### src/fas_regs.svh
// pin-level constants for the flash identification host
`ifndef FAS_REGS_SVH
`define FAS_REGS_SVH

// ----------------------------------------
// clock and timing
// ----------------------------------------
`define FAS_CLK_PERIOD_NS   100
`define FAS_SETUP_NS        100
`define FAS_STROBE_NS       200
`define FAS_HOLD_NS         100
`define FAS_HV_SETTLE_NS    1000
`define FAS_SYNC_STAGES     2

// ----------------------------------------
// address field positions
// ----------------------------------------
`define FAS_ADDR_W          21
`define FAS_CODE_LSB        0
`define FAS_CODE_MSB        1
`define FAS_ZERO_PIN_BIT    6
`define FAS_HV_PIN_BIT      9
`define FAS_SECT_LSB        12
`define FAS_SECT_MSB        20

// ----------------------------------------
// data field positions and values
// ----------------------------------------
`define FAS_PROT_BIT        0
`define FAS_LOCK_BIT        7
`define FAS_LOW_BYTE_MASK   16'h00FF

// ----------------------------------------
// command sequence words
// ----------------------------------------
`define FAS_UNLOCK1_ADDR    21'h000555
`define FAS_UNLOCK2_ADDR    21'h0002AA
`define FAS_UNLOCK1_DATA    16'h00AA
`define FAS_UNLOCK2_DATA    16'h0055
`define FAS_IDENT_DATA      16'h0090
`define FAS_EXIT_DATA       16'h00F0
`define FAS_UNLOCK_STEPS    2'h2

`endif

### src/fas_pkg.sv
// types shared by the flash identification host
package fas_pkg;

  typedef enum logic [1:0] {
    FAS_CODE_MAKER  = 2'h0,
    FAS_CODE_PART   = 2'h1,
    FAS_CODE_PROT   = 2'h2,
    FAS_CODE_LOCK   = 2'h3
  } fas_code_t;

  typedef enum logic [5:0] {
    FAS_ST_IDLE   = 6'h01,
    FAS_ST_HV     = 6'h02,
    FAS_ST_UNLOCK = 6'h04,
    FAS_ST_READ   = 6'h08,
    FAS_ST_EXIT   = 6'h10,
    FAS_ST_DONE   = 6'h20
  } fas_state_t;

  typedef enum logic [3:0] {
    FAS_CY_IDLE   = 4'h1,
    FAS_CY_SETUP  = 4'h2,
    FAS_CY_STROBE = 4'h4,
    FAS_CY_HOLD   = 4'h8
  } fas_cyc_t;

endpackage

### src/fas_cycle.sv
// one asynchronous flash bus cycle, read or write
`timescale 1ns/1ns
`include "fas_regs.svh"

module fas_cycle #(
  parameter int ADDR_W = `FAS_ADDR_W
) (
  input  wire logic              core_clk_in,
  input  wire logic              reset_n_in,
  input  wire logic              start_in,
  input  wire logic              write_in,
  input  wire logic [ADDR_W-1:0] addr_in,
  input  wire logic [15:0]       wdata_in,
  input  wire logic [15:0]       dq_sync_in,
  output logic                   busy_out,
  output logic                   done_out,
  output logic [ADDR_W-1:0]      addr_out,
  output logic                   ce_n_out,
  output logic                   oe_n_out,
  output logic                   we_n_out,
  output logic [15:0]            dq_out,
  output logic                   dq_oe_out,
  output logic [15:0]            rdata_out
);

  // ----------------------------------------
  // cycle counts
  // ----------------------------------------
  localparam int SETUP_CYC  = (`FAS_SETUP_NS + `FAS_CLK_PERIOD_NS - 1) / `FAS_CLK_PERIOD_NS;
  localparam int STROBE_CYC = (`FAS_STROBE_NS + `FAS_CLK_PERIOD_NS - 1) / `FAS_CLK_PERIOD_NS;
  localparam int HOLD_CYC   = (`FAS_HOLD_NS + `FAS_CLK_PERIOD_NS - 1) / `FAS_CLK_PERIOD_NS;
  // read strobe stretched so sampled data has crossed the synchroniser
  localparam int RD_CYC     = STROBE_CYC + `FAS_SYNC_STAGES;

  if (ADDR_W != `FAS_ADDR_W) begin : g_bad_width
    $error("fas_cycle: address width must match the device pins");
  end

  fas_pkg::fas_cyc_t state_r, state_nxt;
  logic [7:0]        cnt_r, cnt_nxt;
  logic              wr_r, wr_nxt;
  logic [ADDR_W-1:0] addr_r, addr_nxt;
  logic [15:0]       wdata_r, wdata_nxt;
  logic [15:0]       rdata_r, rdata_nxt;
  logic              done_r, done_nxt;

  // ----------------------------------------
  // next state
  // ----------------------------------------
  always_comb begin
    state_nxt = state_r;
    cnt_nxt   = cnt_r;
    wr_nxt    = wr_r;
    addr_nxt  = addr_r;
    wdata_nxt = wdata_r;
    rdata_nxt = rdata_r;
    done_nxt  = 1'b0;
    case (state_r)
      fas_pkg::FAS_CY_IDLE: begin
        if (start_in) begin
          wr_nxt    = write_in;
          addr_nxt  = addr_in;
          wdata_nxt = wdata_in;
          cnt_nxt   = 8'(SETUP_CYC - 1);
          state_nxt = fas_pkg::FAS_CY_SETUP;
        end
      end
      fas_pkg::FAS_CY_SETUP: begin
        if (cnt_r == 8'h00) begin
          cnt_nxt   = wr_r ? 8'(STROBE_CYC - 1) : 8'(RD_CYC - 1);
          state_nxt = fas_pkg::FAS_CY_STROBE;
        end else begin
          cnt_nxt = cnt_r - 8'h01;
        end
      end
      fas_pkg::FAS_CY_STROBE: begin
        if (cnt_r == 8'h00) begin
          if (!wr_r) begin
            rdata_nxt = dq_sync_in;
          end
          cnt_nxt   = 8'(HOLD_CYC - 1);
          state_nxt = fas_pkg::FAS_CY_HOLD;
        end else begin
          cnt_nxt = cnt_r - 8'h01;
        end
      end
      fas_pkg::FAS_CY_HOLD: begin
        if (cnt_r == 8'h00) begin
          done_nxt  = 1'b1;
          state_nxt = fas_pkg::FAS_CY_IDLE;
        end else begin
          cnt_nxt = cnt_r - 8'h01;
        end
      end
      default: begin
        state_nxt = fas_pkg::FAS_CY_IDLE;
      end
    endcase
  end

  always_ff @(posedge core_clk_in or negedge reset_n_in) begin
    if (!reset_n_in) begin
      state_r <= fas_pkg::FAS_CY_IDLE;
      cnt_r   <= 8'h00;
      wr_r    <= 1'b0;
      addr_r  <= '0;
      wdata_r <= 16'h0000;
      rdata_r <= 16'h0000;
      done_r  <= 1'b0;
    end else begin
      state_r <= state_nxt;
      cnt_r   <= cnt_nxt;
      wr_r    <= wr_nxt;
      addr_r  <= addr_nxt;
      wdata_r <= wdata_nxt;
      rdata_r <= rdata_nxt;
      done_r  <= done_nxt;
    end
  end

  // ----------------------------------------
  // pin strobes
  // ----------------------------------------
  assign busy_out  = (state_r != fas_pkg::FAS_CY_IDLE);
  assign done_out  = done_r;
  assign addr_out  = addr_r;
  assign ce_n_out  = (state_r == fas_pkg::FAS_CY_IDLE);
  assign oe_n_out  = !((state_r == fas_pkg::FAS_CY_STROBE) && !wr_r);
  assign we_n_out  = !((state_r == fas_pkg::FAS_CY_STROBE) && wr_r);
  assign dq_out    = wdata_r;
  assign dq_oe_out = wr_r && (state_r != fas_pkg::FAS_CY_IDLE);
  assign rdata_out = rdata_r;

endmodule

### src/fas_host.sv
// host that reads identification codes out of a boot-sector parallel flash
`timescale 1ns/1ns
`include "fas_regs.svh"


module fas_host #(
  parameter int ADDR_W    = `FAS_ADDR_W,
  parameter int HV_SETTLE = (`FAS_HV_SETTLE_NS + `FAS_CLK_PERIOD_NS - 1) / `FAS_CLK_PERIOD_NS
) (
  input  wire logic              core_clk_in,
  input  wire logic              reset_n_in,
  input  wire logic              req_in,
  input  wire logic [1:0]        code_sel_in,
  input  wire logic              use_cmd_in,
  input  wire logic              word_mode_in,
  input  wire logic [8:0]        sector_select_bits_in,
  output logic                   busy_out,
  output logic                   done_out,
  output logic [15:0]            id_data_out,
  output logic                   protected_out,
  output logic                   secure_locked_out,
  output logic [ADDR_W-1:0]      flash_addr_out,
  output logic                   flash_addr_m1_out,
  output logic                   flash_byte_n_out,
  output logic                   flash_ce_n_out,
  output logic                   flash_oe_n_out,
  output logic                   flash_we_n_out,
  output logic                   identification_high_voltage_en_out,
  input  wire logic [15:0]       low_data_pins_in,
  output logic [15:0]            low_data_pins_out,
  output logic                   low_data_pins_oe_out
);

  if (ADDR_W != `FAS_ADDR_W || HV_SETTLE < 1 || HV_SETTLE > 255) begin : g_bad_param
    $error("fas_host: unsupported address width or settle count");
  end

  // ----------------------------------------
  // address and command helpers
  // ----------------------------------------
  // unused bits driven low so the device sees a clean pattern
  function automatic logic [ADDR_W-1:0] id_addr(input logic [1:0] code, input logic [8:0] sect);
    logic [ADDR_W-1:0] a;
    a = '0;
    a[`FAS_CODE_MSB:`FAS_CODE_LSB] = code;
    a[`FAS_ZERO_PIN_BIT] = 1'b0;
    if (code == fas_pkg::FAS_CODE_PROT) begin
      a[`FAS_SECT_MSB:`FAS_SECT_LSB] = sect;
    end
    return a;
  endfunction

  function automatic logic [ADDR_W-1:0] cmd_addr(input logic [1:0] step);
    return (step == 2'h1) ? `FAS_UNLOCK2_ADDR : `FAS_UNLOCK1_ADDR;
  endfunction

  function automatic logic [15:0] cmd_data(input logic [1:0] step);
    logic [15:0] d;
    case (step)
      2'h0:    d = `FAS_UNLOCK1_DATA;
      2'h1:    d = `FAS_UNLOCK2_DATA;
      default: d = `FAS_IDENT_DATA;
    endcase
    return d;
  endfunction

  // ----------------------------------------
  // data pin synchroniser
  // ----------------------------------------
  logic [15:0] dq_meta_r;
  logic [15:0] dq_sync_r;

  always_ff @(posedge core_clk_in or negedge reset_n_in) begin
    if (!reset_n_in) begin
      dq_meta_r <= 16'h0000;
      dq_sync_r <= 16'h0000;
    end else begin
      dq_meta_r <= low_data_pins_in;
      dq_sync_r <= dq_meta_r;
    end
  end

  // ----------------------------------------
  // sequence state
  // ----------------------------------------
  fas_pkg::fas_state_t state_r, state_nxt;
  logic [1:0]          step_r, step_nxt;
  logic [7:0]          wait_r, wait_nxt;
  logic [1:0]          code_r, code_nxt;
  logic                cmd_r, cmd_nxt;
  logic                word_r, word_nxt;
  logic [8:0]          sect_r, sect_nxt;
  logic                hv_r, hv_nxt;
  logic [15:0]         data_r, data_nxt;
  logic                prot_r, prot_nxt;
  logic                lock_r, lock_nxt;
  logic                start_r, start_nxt;
  logic                cwr_r, cwr_nxt;
  logic [ADDR_W-1:0]   caddr_r, caddr_nxt;
  logic [15:0]         cdata_r, cdata_nxt;

  logic              cyc_busy;
  logic              cyc_done;
  logic [15:0]       cyc_rdata;
  logic [15:0]       rd_masked;

  // byte mode upper byte is not meaningful
  assign rd_masked = word_r ? cyc_rdata : (cyc_rdata & `FAS_LOW_BYTE_MASK);

  always_comb begin
    state_nxt = state_r;
    step_nxt  = step_r;
    wait_nxt  = wait_r;
    code_nxt  = code_r;
    cmd_nxt   = cmd_r;
    word_nxt  = word_r;
    sect_nxt  = sect_r;
    hv_nxt    = hv_r;
    data_nxt  = data_r;
    prot_nxt  = prot_r;
    lock_nxt  = lock_r;
    start_nxt = 1'b0;
    cwr_nxt   = cwr_r;
    caddr_nxt = caddr_r;
    cdata_nxt = cdata_r;
    case (state_r)
      fas_pkg::FAS_ST_IDLE: begin
        if (req_in) begin
          code_nxt = code_sel_in;
          cmd_nxt  = use_cmd_in;
          word_nxt = word_mode_in;
          sect_nxt = sector_select_bits_in;
          if (use_cmd_in) begin
            step_nxt  = 2'h0;
            start_nxt = 1'b1;
            cwr_nxt   = 1'b1;
            caddr_nxt = cmd_addr(2'h0);
            cdata_nxt = cmd_data(2'h0);
            state_nxt = fas_pkg::FAS_ST_UNLOCK;
          end else begin
            // raise high voltage before the read
            hv_nxt    = 1'b1;
            wait_nxt  = 8'(HV_SETTLE - 1);
            state_nxt = fas_pkg::FAS_ST_HV;
          end
        end
      end
      fas_pkg::FAS_ST_HV: begin
        if (wait_r == 8'h00) begin
          // code placed on the pins, sector only for the protection code
          start_nxt = 1'b1;
          cwr_nxt   = 1'b0;
          caddr_nxt = id_addr(code_r, sect_r);
          state_nxt = fas_pkg::FAS_ST_READ;
        end else begin
          wait_nxt = wait_r - 8'h01;
        end
      end
      fas_pkg::FAS_ST_UNLOCK: begin
        if (cyc_done) begin
          start_nxt = 1'b1;
          if (step_r == `FAS_UNLOCK_STEPS) begin
            cwr_nxt   = 1'b0;
            caddr_nxt = id_addr(code_r, sect_r);
            state_nxt = fas_pkg::FAS_ST_READ;
          end else begin
            step_nxt  = step_r + 2'h1;
            caddr_nxt = cmd_addr(step_r + 2'h1);
            cdata_nxt = cmd_data(step_r + 2'h1);
          end
        end
      end
      fas_pkg::FAS_ST_READ: begin
        if (cyc_done) begin
          data_nxt = rd_masked;
          prot_nxt = (code_r == fas_pkg::FAS_CODE_PROT) && cyc_rdata[`FAS_PROT_BIT];
          lock_nxt = (code_r == fas_pkg::FAS_CODE_LOCK) && cyc_rdata[`FAS_LOCK_BIT];
          state_nxt = fas_pkg::FAS_ST_EXIT;
          if (cmd_r) begin
            // exit command back to array read
            start_nxt = 1'b1;
            cwr_nxt   = 1'b1;
            caddr_nxt = '0;
            cdata_nxt = `FAS_EXIT_DATA;
          end else begin
            // dropping the high voltage ends identification
            hv_nxt   = 1'b0;
            wait_nxt = 8'(HV_SETTLE - 1);
          end
        end
      end
      fas_pkg::FAS_ST_EXIT: begin
        if (cmd_r) begin
          if (cyc_done) begin
            state_nxt = fas_pkg::FAS_ST_DONE;
          end
        end else if (wait_r == 8'h00) begin
          state_nxt = fas_pkg::FAS_ST_DONE;
        end else begin
          wait_nxt = wait_r - 8'h01;
        end
      end
      fas_pkg::FAS_ST_DONE: begin
        state_nxt = fas_pkg::FAS_ST_IDLE;
      end
      default: begin
        hv_nxt    = 1'b0;
        state_nxt = fas_pkg::FAS_ST_IDLE;
      end
    endcase
  end

  always_ff @(posedge core_clk_in or negedge reset_n_in) begin
    if (!reset_n_in) begin
      state_r <= fas_pkg::FAS_ST_IDLE;
      step_r  <= 2'h0;
      wait_r  <= 8'h00;
      code_r  <= 2'h0;
      cmd_r   <= 1'b0;
      word_r  <= 1'b1;
      sect_r  <= 9'h000;
      hv_r    <= 1'b0;
      data_r  <= 16'h0000;
      prot_r  <= 1'b0;
      lock_r  <= 1'b0;
      start_r <= 1'b0;
      cwr_r   <= 1'b0;
      caddr_r <= '0;
      cdata_r <= 16'h0000;
    end else begin
      state_r <= state_nxt;
      step_r  <= step_nxt;
      wait_r  <= wait_nxt;
      code_r  <= code_nxt;
      cmd_r   <= cmd_nxt;
      word_r  <= word_nxt;
      sect_r  <= sect_nxt;
      hv_r    <= hv_nxt;
      data_r  <= data_nxt;
      prot_r  <= prot_nxt;
      lock_r  <= lock_nxt;
      start_r <= start_nxt;
      cwr_r   <= cwr_nxt;
      caddr_r <= caddr_nxt;
      cdata_r <= cdata_nxt;
    end
  end

  // ----------------------------------------
  // bus cycle engine
  // ----------------------------------------
  // read strobes: chip and output enable low, write enable high
  fas_cycle #(
    .ADDR_W (ADDR_W)
  ) u_cycle (
    .core_clk_in (core_clk_in),
    .reset_n_in  (reset_n_in),
    .start_in    (start_r),
    .write_in    (cwr_r),
    .addr_in     (caddr_r),
    .wdata_in    (cdata_r),
    .dq_sync_in  (dq_sync_r),
    .busy_out    (cyc_busy),
    .done_out    (cyc_done),
    .addr_out    (flash_addr_out),
    .ce_n_out    (flash_ce_n_out),
    .oe_n_out    (flash_oe_n_out),
    .we_n_out    (flash_we_n_out),
    .dq_out      (low_data_pins_out),
    .dq_oe_out   (low_data_pins_oe_out),
    .rdata_out   (cyc_rdata)
  );

  // ----------------------------------------
  // outputs
  // ----------------------------------------
  // width select; minus-one bit held low so byte reads take the even byte
  assign flash_byte_n_out                   = word_r;
  assign flash_addr_m1_out                  = 1'b0;
  // command path never raises the high voltage
  assign identification_high_voltage_en_out = hv_r && !cmd_r;
  assign busy_out          = (state_r != fas_pkg::FAS_ST_IDLE) || cyc_busy;
  assign done_out          = (state_r == fas_pkg::FAS_ST_DONE);
  assign id_data_out       = data_r;
  assign protected_out     = prot_r;
  assign secure_locked_out = lock_r;

endmodule

### config.mk
export PLATFORM = sky130hd
export DESIGN_NAME = fas_host
export DESIGN_NICKNAME = d
export VERILOG_FILES = /design/src/fas_pkg.sv /design/src/fas_cycle.sv /design/src/fas_host.sv
export VERILOG_INCLUDE_DIRS = /design/src
export SDC_FILE = /design/constraint.sdc
export NUM_CORES = 1
export LEC_CHECK = 0
export BUFFER_PORTS_ARGS = -buffer_cell sky130_fd_sc_hd__buf_2
export CAP_MARGIN = 20
export CORE_MARGIN = 2
export CORE_UTILIZATION = 40
export DETAILED_ROUTE_END_ITERATION = 8
export GPL_ROUTABILITY_DRIVEN = 0
export PLACE_DENSITY_LB_ADDON = 0.3
export SLEW_MARGIN = 0
export SYNTH_ARGS = -nofsm -noshare
export SYNTH_HDL_FRONTEND = slang
export SYNTH_SLANG_ARGS = --single-unit
export TNS_END_PERCENT = 20
### constraint.sdc
create_clock -name core_clk_in -period 5.25 [get_ports core_clk_in]
set_input_delay 0 -clock core_clk_in [delete_from_list [all_inputs] [get_ports core_clk_in]]
set_output_delay 0 -clock core_clk_in [all_outputs]
set_load 0.005 [all_outputs]
==> impl_results.md, run 1 <==
* Status: completed
* Sequential-to-total area share from yosys stat at 0.5992
* Crit-path max cell delay at between 0.7 and 0.8 ns
* Dominant cell type by area after synthesis: dfrtp_1
* Critical path arrival at 2.98 ns
* Overall Power at 3.802 mW
* TritonRoute pass-1 iters at 5
* Synth area leaders: dfrtp_1 59%, mux2_2 9.9%, nand2_1 3.5%
* WP data required at 5.53 ns
* Pins Over Slew Limit at 0
* Cts repair resizes at 0
* R2R Path Start: u_cycle.cnt_r[4]
* CTS Buffer Depth at 2
* Syn. warnings at 0
* Initial Utilization at 0.4110
* Post-synth ARST share at 1.000
* Area growth syn-to-layout at 22.89%
* Antenna Violating Nets Remaining at 0
* Gr ovfl total at 0
* Fin Setup TNS at 0 ns
* Clock Skew at 0.009452 ns
* Highest achievable clock rate at 370.1 MHz
* Final setup viols at 0
* Reg2reg path depth at 5
* Crit-path cells: or4_4, nor4b_1, o31a_1, or4b_2, a21oi_1
* Synth Instances at 533
* Initial DRC Count at 360
* Post-Route WL at between 10 and 15 mm
* Num ports at 96
* Period utilisation layout at 0.5147
* # rows at 45
* R2R Setup Slk at 2.55 ns
* Fin nets at 674
* Postcts setup bufs at 0
* Clk slew on worst S/H paths at 0.06 ns
* Proportion of netlist area held by the largest area contributor at 0.5866
* Core footprint at 0.01526 mm²
* Net Sw Power at 1.186 mW
* Vias in the first global route at 4,277
* Sequential Power Share at 0.417
* Slew @ Worst Pin at between 0.9 and 1 ns
* Min Tclk post-route at 2.702 ns
* CTS tree: built
* LEAKAGE at 3.667 nW
* Routed len/inst at 14.86 µm
* Crit-path max FO at 14
* Top FF cell, synth: dfrtp_1
* Terminus of the critical flop-to-flop path: u_cycle.cnt_r[5]
* H-tree Lvls at 4
* Post-DR vias/cell at 5.055
* Crit-path slowest cell: nor4b_1
* Overall routing resource usage at 0.1612
* Startpoint Class: flip-flop
* EDFF count, synth at 0
* PwrDens at 493.4 mW/mm²
* Drc violations at 0
* Port Buffer Count at 85
* Slew margin rel. at 0.3529
* Clock sink count at 150
* Post-synth cell types at 60
* HPWL Detailed at 8.527 mm
* First-pass GRT wire length at 21.19 mm
* Die span in x at 129.2 µm
* Total CTS buffers at 17
* # Max-Cap Violations at 0
* Initial antenna violation count at 0
* Sw Ratio at 0.3120
* Maximum vdd drop at 0.0002796 V
* Internal power at 2.616 mW
* Largest net degree at the start of global routing at just under 80
* Critical path type: reg -> reg
* Synth Area per Inst at 11.77 µm²
* Final hold violations at 0
* Total number of vias at 4,347
* Worst setup EP type: flip-flop
* Clk pwr share at 0.339
* Die ar. at 0.01670 mm²
* Root Driver: clkbuf_16
* Hold crit path type: in -> async
* Unrepaired setup endpoints after global routing: false
* Combinational power share at 0.245
* Skew-Pair Late Insertion Delay at approximately 0.42 ns
* Die Height at 129.2 µm
* Post-Synthesis Cell Area at 0.006271 mm²
* Layout cell share with drive strength beyond 1 at 0.2870
* Synth Register Bits at 150
-- what timing repair did --
action,4_1_cts,5_1_grt
hold buffers,31,0
setup endpoints to repair,0,0
endpoints found under the hold margin,102,0
-- metrics by stage --
| step | std cells | instance area [µm²] | setup WS [ns] | hold WS [ns] | util |
|---|---|---|---|---|---|
| finish | 860 | 7706 | 2.548 | 0.1643 | 0.5050 |
| global route | 859 | 7704 | 2.286 | 0.2140 | 0.5049 |
| CTS | 859 | 7704 | 2.591 | 0.1939 | 0.5049 |
| detailed placement | 796 | 6761 | 2.618 | 0.05905 | 0.4431 |
| global placement | 796 | 6761 | 2.623 | 0.04511 | 0.4431 |
| floorplan | 542 | 6305 | 2.804 | -0.2956 | - |
-- critical path, delay by kind of cell, from the launching register on --
family | cells | cell delay (ns)
AND/OR/NAND/NOR | 3 | 1.55
AO/OA/AOI/OAI | 2 | 0.59
flip-flops | 1 | 0.43
-- sequential cells by signal, indices dropped and copies added (netlist names), 8 cells and up --
signal	flops
dq_meta_r	16
dq_sync_r	16
id_data_out	16
u_cycle.rdata_out	16
caddr_r	13
u_cycle.addr_out	13
sect_r	9
u_cycle.cnt_r	8
wait_r	8
-- cells in the mapped netlist (8+ instances only) --
library cell / count
dfrtp_1: 147
nand2_1: 59
mux2_2: 55
o21ai_0: 30
nor2_1: 26
nand3_1: 23
buf_4: 20
clkbuf_1: 17
inv_1: 16
a21oi_1: 13
o31ai_1: 11
nand2b_1: 8
nor3_1: 8
or3_1: 8
-- cells in the final DEF, fill, tap and decap left out, types with 5 or more instances in the layout --
cell	n
nand2b_1	8
or3_1	8
mux2_2	55
nand3_1	23
nor3_1	8
o21ai_0	30
ha_1	7
buf_2	84
o22ai_1	5
a21oi_1	13
nor2_1	26
dfrtp_1	147
conb_1	10
dlygate4sd3_1	31
o31ai_1	11
clkbuf_16	17
nand2_1	59
inv_1	16
-- cell families (layout without fill, tap and decap cells) --
family	after synthesis	count (layout)	synth area share
and+or+nand+nor	167	167	0.1371
other	1	11	0.0005980
muxes	58	58	0.1038
AOI/OAI and AO/OA	88	88	0.09238
adders and majority gates	7	7	0.01397
buffers and inverters	59	165	0.04888
DFF	150	150	0.5992
xor gates and xnor gates	3	3	0.004191
-- worst max path at each step --
stage | startpoint | end | slack [ns] | depth (start not counted)
finish | u_cycle.cnt_r[4] | u_cycle.cnt_r[5] | 2.55 | 5
global route | state_r[4] | wait_r[6] | 2.29 | 5
CTS | state_r[0] | cdata_r[4] | 2.59 | 4
detailed placement | u_cycle.cnt_r[4] | u_cycle.cnt_r[5] | 2.62 | 5
global placement | state_r[4] | wait_r[6] | 2.62 | 5
floorplan | u_cycle.cnt_r[4] | u_cycle.rdata_out[10] | 2.80 | 6
-- metal layers --
metal  global-route usage  routed length, µm
met5                    0                  0
met4              0.07225                217
met3              0.04170                756
met2               0.2452               5935
met1               0.2185               5872
-- area by class of cell --
| class | count | area (µm²) |
|---|---|---|
| inverters | 16 | 60.06 |
| repair buffers | 117 | 749.5 |
| clock inverters | 11 | 171.4 |
| well taps | 211 | 264.0 |
| diodes | 1 | 2.502 |
| multi-input cells | 333 | 2241 |
| fillers | 1304 | 7552 |
| clock buffers | 21 | 460.4 |
| flip-flops and latches | 150 | 3757 |
-- power groups by stage --
stage / Combinational [mW] / Clock [mW] / Sequential (mW)
finish: 0.931 / 1.29 / 1.58
global route: 1.04 / 1.36 / 1.62
CTS: 0.930 / 1.31 / 1.58
detailed placement: 0.907 / 0 / 1.60
global placement: 0.883 / 0 / 1.59
floorplan: 0.745 / 0 / 1.50
No activity file was read; power rests on OpenSTA's default activity.
==> run 2, diff against run 1 <==
==> constraint.sdc (replaced) <==
create_clock -name core_clk_in -period 2.5 [get_ports core_clk_in]
set_input_delay 0 -clock core_clk_in [delete_from_list [all_inputs] [get_ports core_clk_in]]
set_output_delay 0 -clock core_clk_in [all_outputs]
set_load 0.005 [all_outputs]
==> run 2 against run 1 <==
- flip-flop and latch count unchanged
- critical path depth unchanged
- clock power grew 91%
- non-clock buffer count rose by 29
- clock skew hardly changed
- final area rose by 2.3%
- count of clock-buffer cells in the layout up 1
==> impl_results.md, run 2 (synthesis gave the netlist of run 1 again) <==
* Startpoint Class: flip-flop
* Fin Setup TNS at 0 ns
* Status: completed
* # rows at 45
* Initial Utilization at 0.4110
* Pins Over Slew Limit at 0
* Final setup viols at 0
* Total CTS buffers at 17
* First-pass GRT wire length at 21.72 mm
* Worst setup EP type: flip-flop
* Met1 Wirelength at 5.991 mm
* Area growth syn-to-layout at 25.66%
* WL met2 at 6.246 mm
* Overall Power at 7.991 mW
* Drc violations at 0
* CTS Buffer Depth at 2
* Slew @ Worst Pin at 0.5728 ns
* Largest net degree at the start of global routing at 60
* Top Layer Used: met4
* Die Height at 129.2 µm
* Die ar. at 0.01670 mm²
* Core footprint at 0.01526 mm²
* LEAKAGE at 3.789 nW
* Critical path type: reg -> reg
* Port Buffer Count at 85
* Flip-flop and latch area at 0.003757 mm²
* PwrDens at between 1000 and 1500 mW/mm²
* Die span in x at between 100 and 150 µm
* Hold crit path type: in -> async
* Met3 Wirelength at approximately 580 µm
* Root Driver: clkbuf_16
* Highest achievable clock rate at 411.1 MHz
* Post-DR vias/cell at 4.936
* Unrepaired setup endpoints after global routing: false
* Slew margin rel. at 0.6167
* Clock Skew at 0.009482 ns
* Commonest non-fill, non-tap cell in the layout: dfrtp_1
* Routed len/inst at 14.61 µm
* Overall routing resource usage at 0.1675
* Total number of vias at 4,373
* WP data required at between 2 and 3 ns
* Initial antenna violation count at 0
* CTS tree: built
* Layout cell share with drive strength beyond 1 at 0.3170
* Footprint of the multi-input gates at 0.002245 mm²
* Initial DRC Count at 455
* HPWL Detailed at 8.915 mm
* TritonRoute pass-1 iters at 5
* Clock sink count at 150
* Critical path arrival at 2.72 ns
* Post-Route WL at approximately 13 mm
* Vias in the first global route at 4,422
* Min Tclk post-route at 2.433 ns
* Fin nets at 703
* Commonest non-fill, non-tap cells in the layout: 147 x dfrtp_1, 84 x buf_2, 59 x nand2_1
* Diode count at 0
* Gr ovfl total at 0
* # Max-Cap Violations at 0
* Fill count at 1,326
* Maximum vdd drop at 0.0007737 V
* Skew-Pair Late Insertion Delay at approximately 0.42 ns
* Postcts setup bufs at 0
* Final hold violations at 0
* Num ports at 96
* Crit-path max FO at 8
* Clk slew on worst S/H paths at 0.06 ns
* H-tree Lvls at 4
* Antenna Violating Nets Remaining at 0
* Period utilisation layout at 0.9730
## run 2: stage by stage
step	cell area [µm²]	util	cells	setup WS (ns)	hold WS, ns
after global placement	6992	0.4582	825	0.1030	0.002299
after detailed placement	6992	0.4582	825	0.03690	0.004560
final	7880	0.5164	886	0.06749	0.1275
after global routing	7880	0.5164	886	0.008082	0.1863
after CTS	7876	0.5162	886	0.02661	0.1444
after floorplan	6305	-	542	0.05361	-0.2956
## run 2: layer usage
layer	vias up	GRT usage
met5	-	0
met4	0	0.06330
met3	12	0.04211
met2	101	0.2663
met1	2141	0.2232
li1	2119	-
## run 2: timing repair
action,CTS,global route
hold buffers,31,0
endpoints found under the hold margin,86,0
resized for setup,0,1
setup endpoints to repair,0,11
## run 2: where the power goes
part / leakage, nW / switching (mW) / internal, mW
Clock: 0.282 / 0.930 / 1.53
Combinational: 1.60 / 1.15 / 1.06
Sequential: 1.91 / 0.406 / 2.90
Total: 3.79 / 2.49 / 5.50
## run 2: worst paths after layout
path | cells after the start | end | from | slack [ns]
worst max-delay path | 5 | u_cycle.cnt_r[5] | u_cycle.cnt_r[5] | 0.07
worst min-delay path | 2 | wait_r[5] | reset_n_in | 0.13
worst max register to register | 5 | u_cycle.cnt_r[5] | u_cycle.cnt_r[5] | 0.07
worst min register to register | 0 | dq_sync_r[1] | dq_meta_r[1] | 0.35
max in group asynchronous | 3 | u_cycle.rdata_out[14] | reset_n_in | 1.62
min in group core_clk_in | 2 | dq_meta_r[8] | low_data_pins_in[8] | 0.22
## run 2: final cells by class
class / instances / area share
Sequential cell: 150 / 0.4768
Inverter: 16 / 0.007621
Clock buffer: 22 / 0.06018
Tap cell: 211 / 0.03350
Timing Repair Buffer: 146 / 0.1243
Clock inverter: 8 / 0.01270
Multi-Input combinational cell: 333 / 0.2849
## run 2: critical path, cell delays in order (launching register included)
cell and delay [ns]:
dfrtp_1 0.42, or4_4 0.56, or4b_4 0.57, or4_4 0.45
a31oi_4 0.21, a21oi_1 0.08
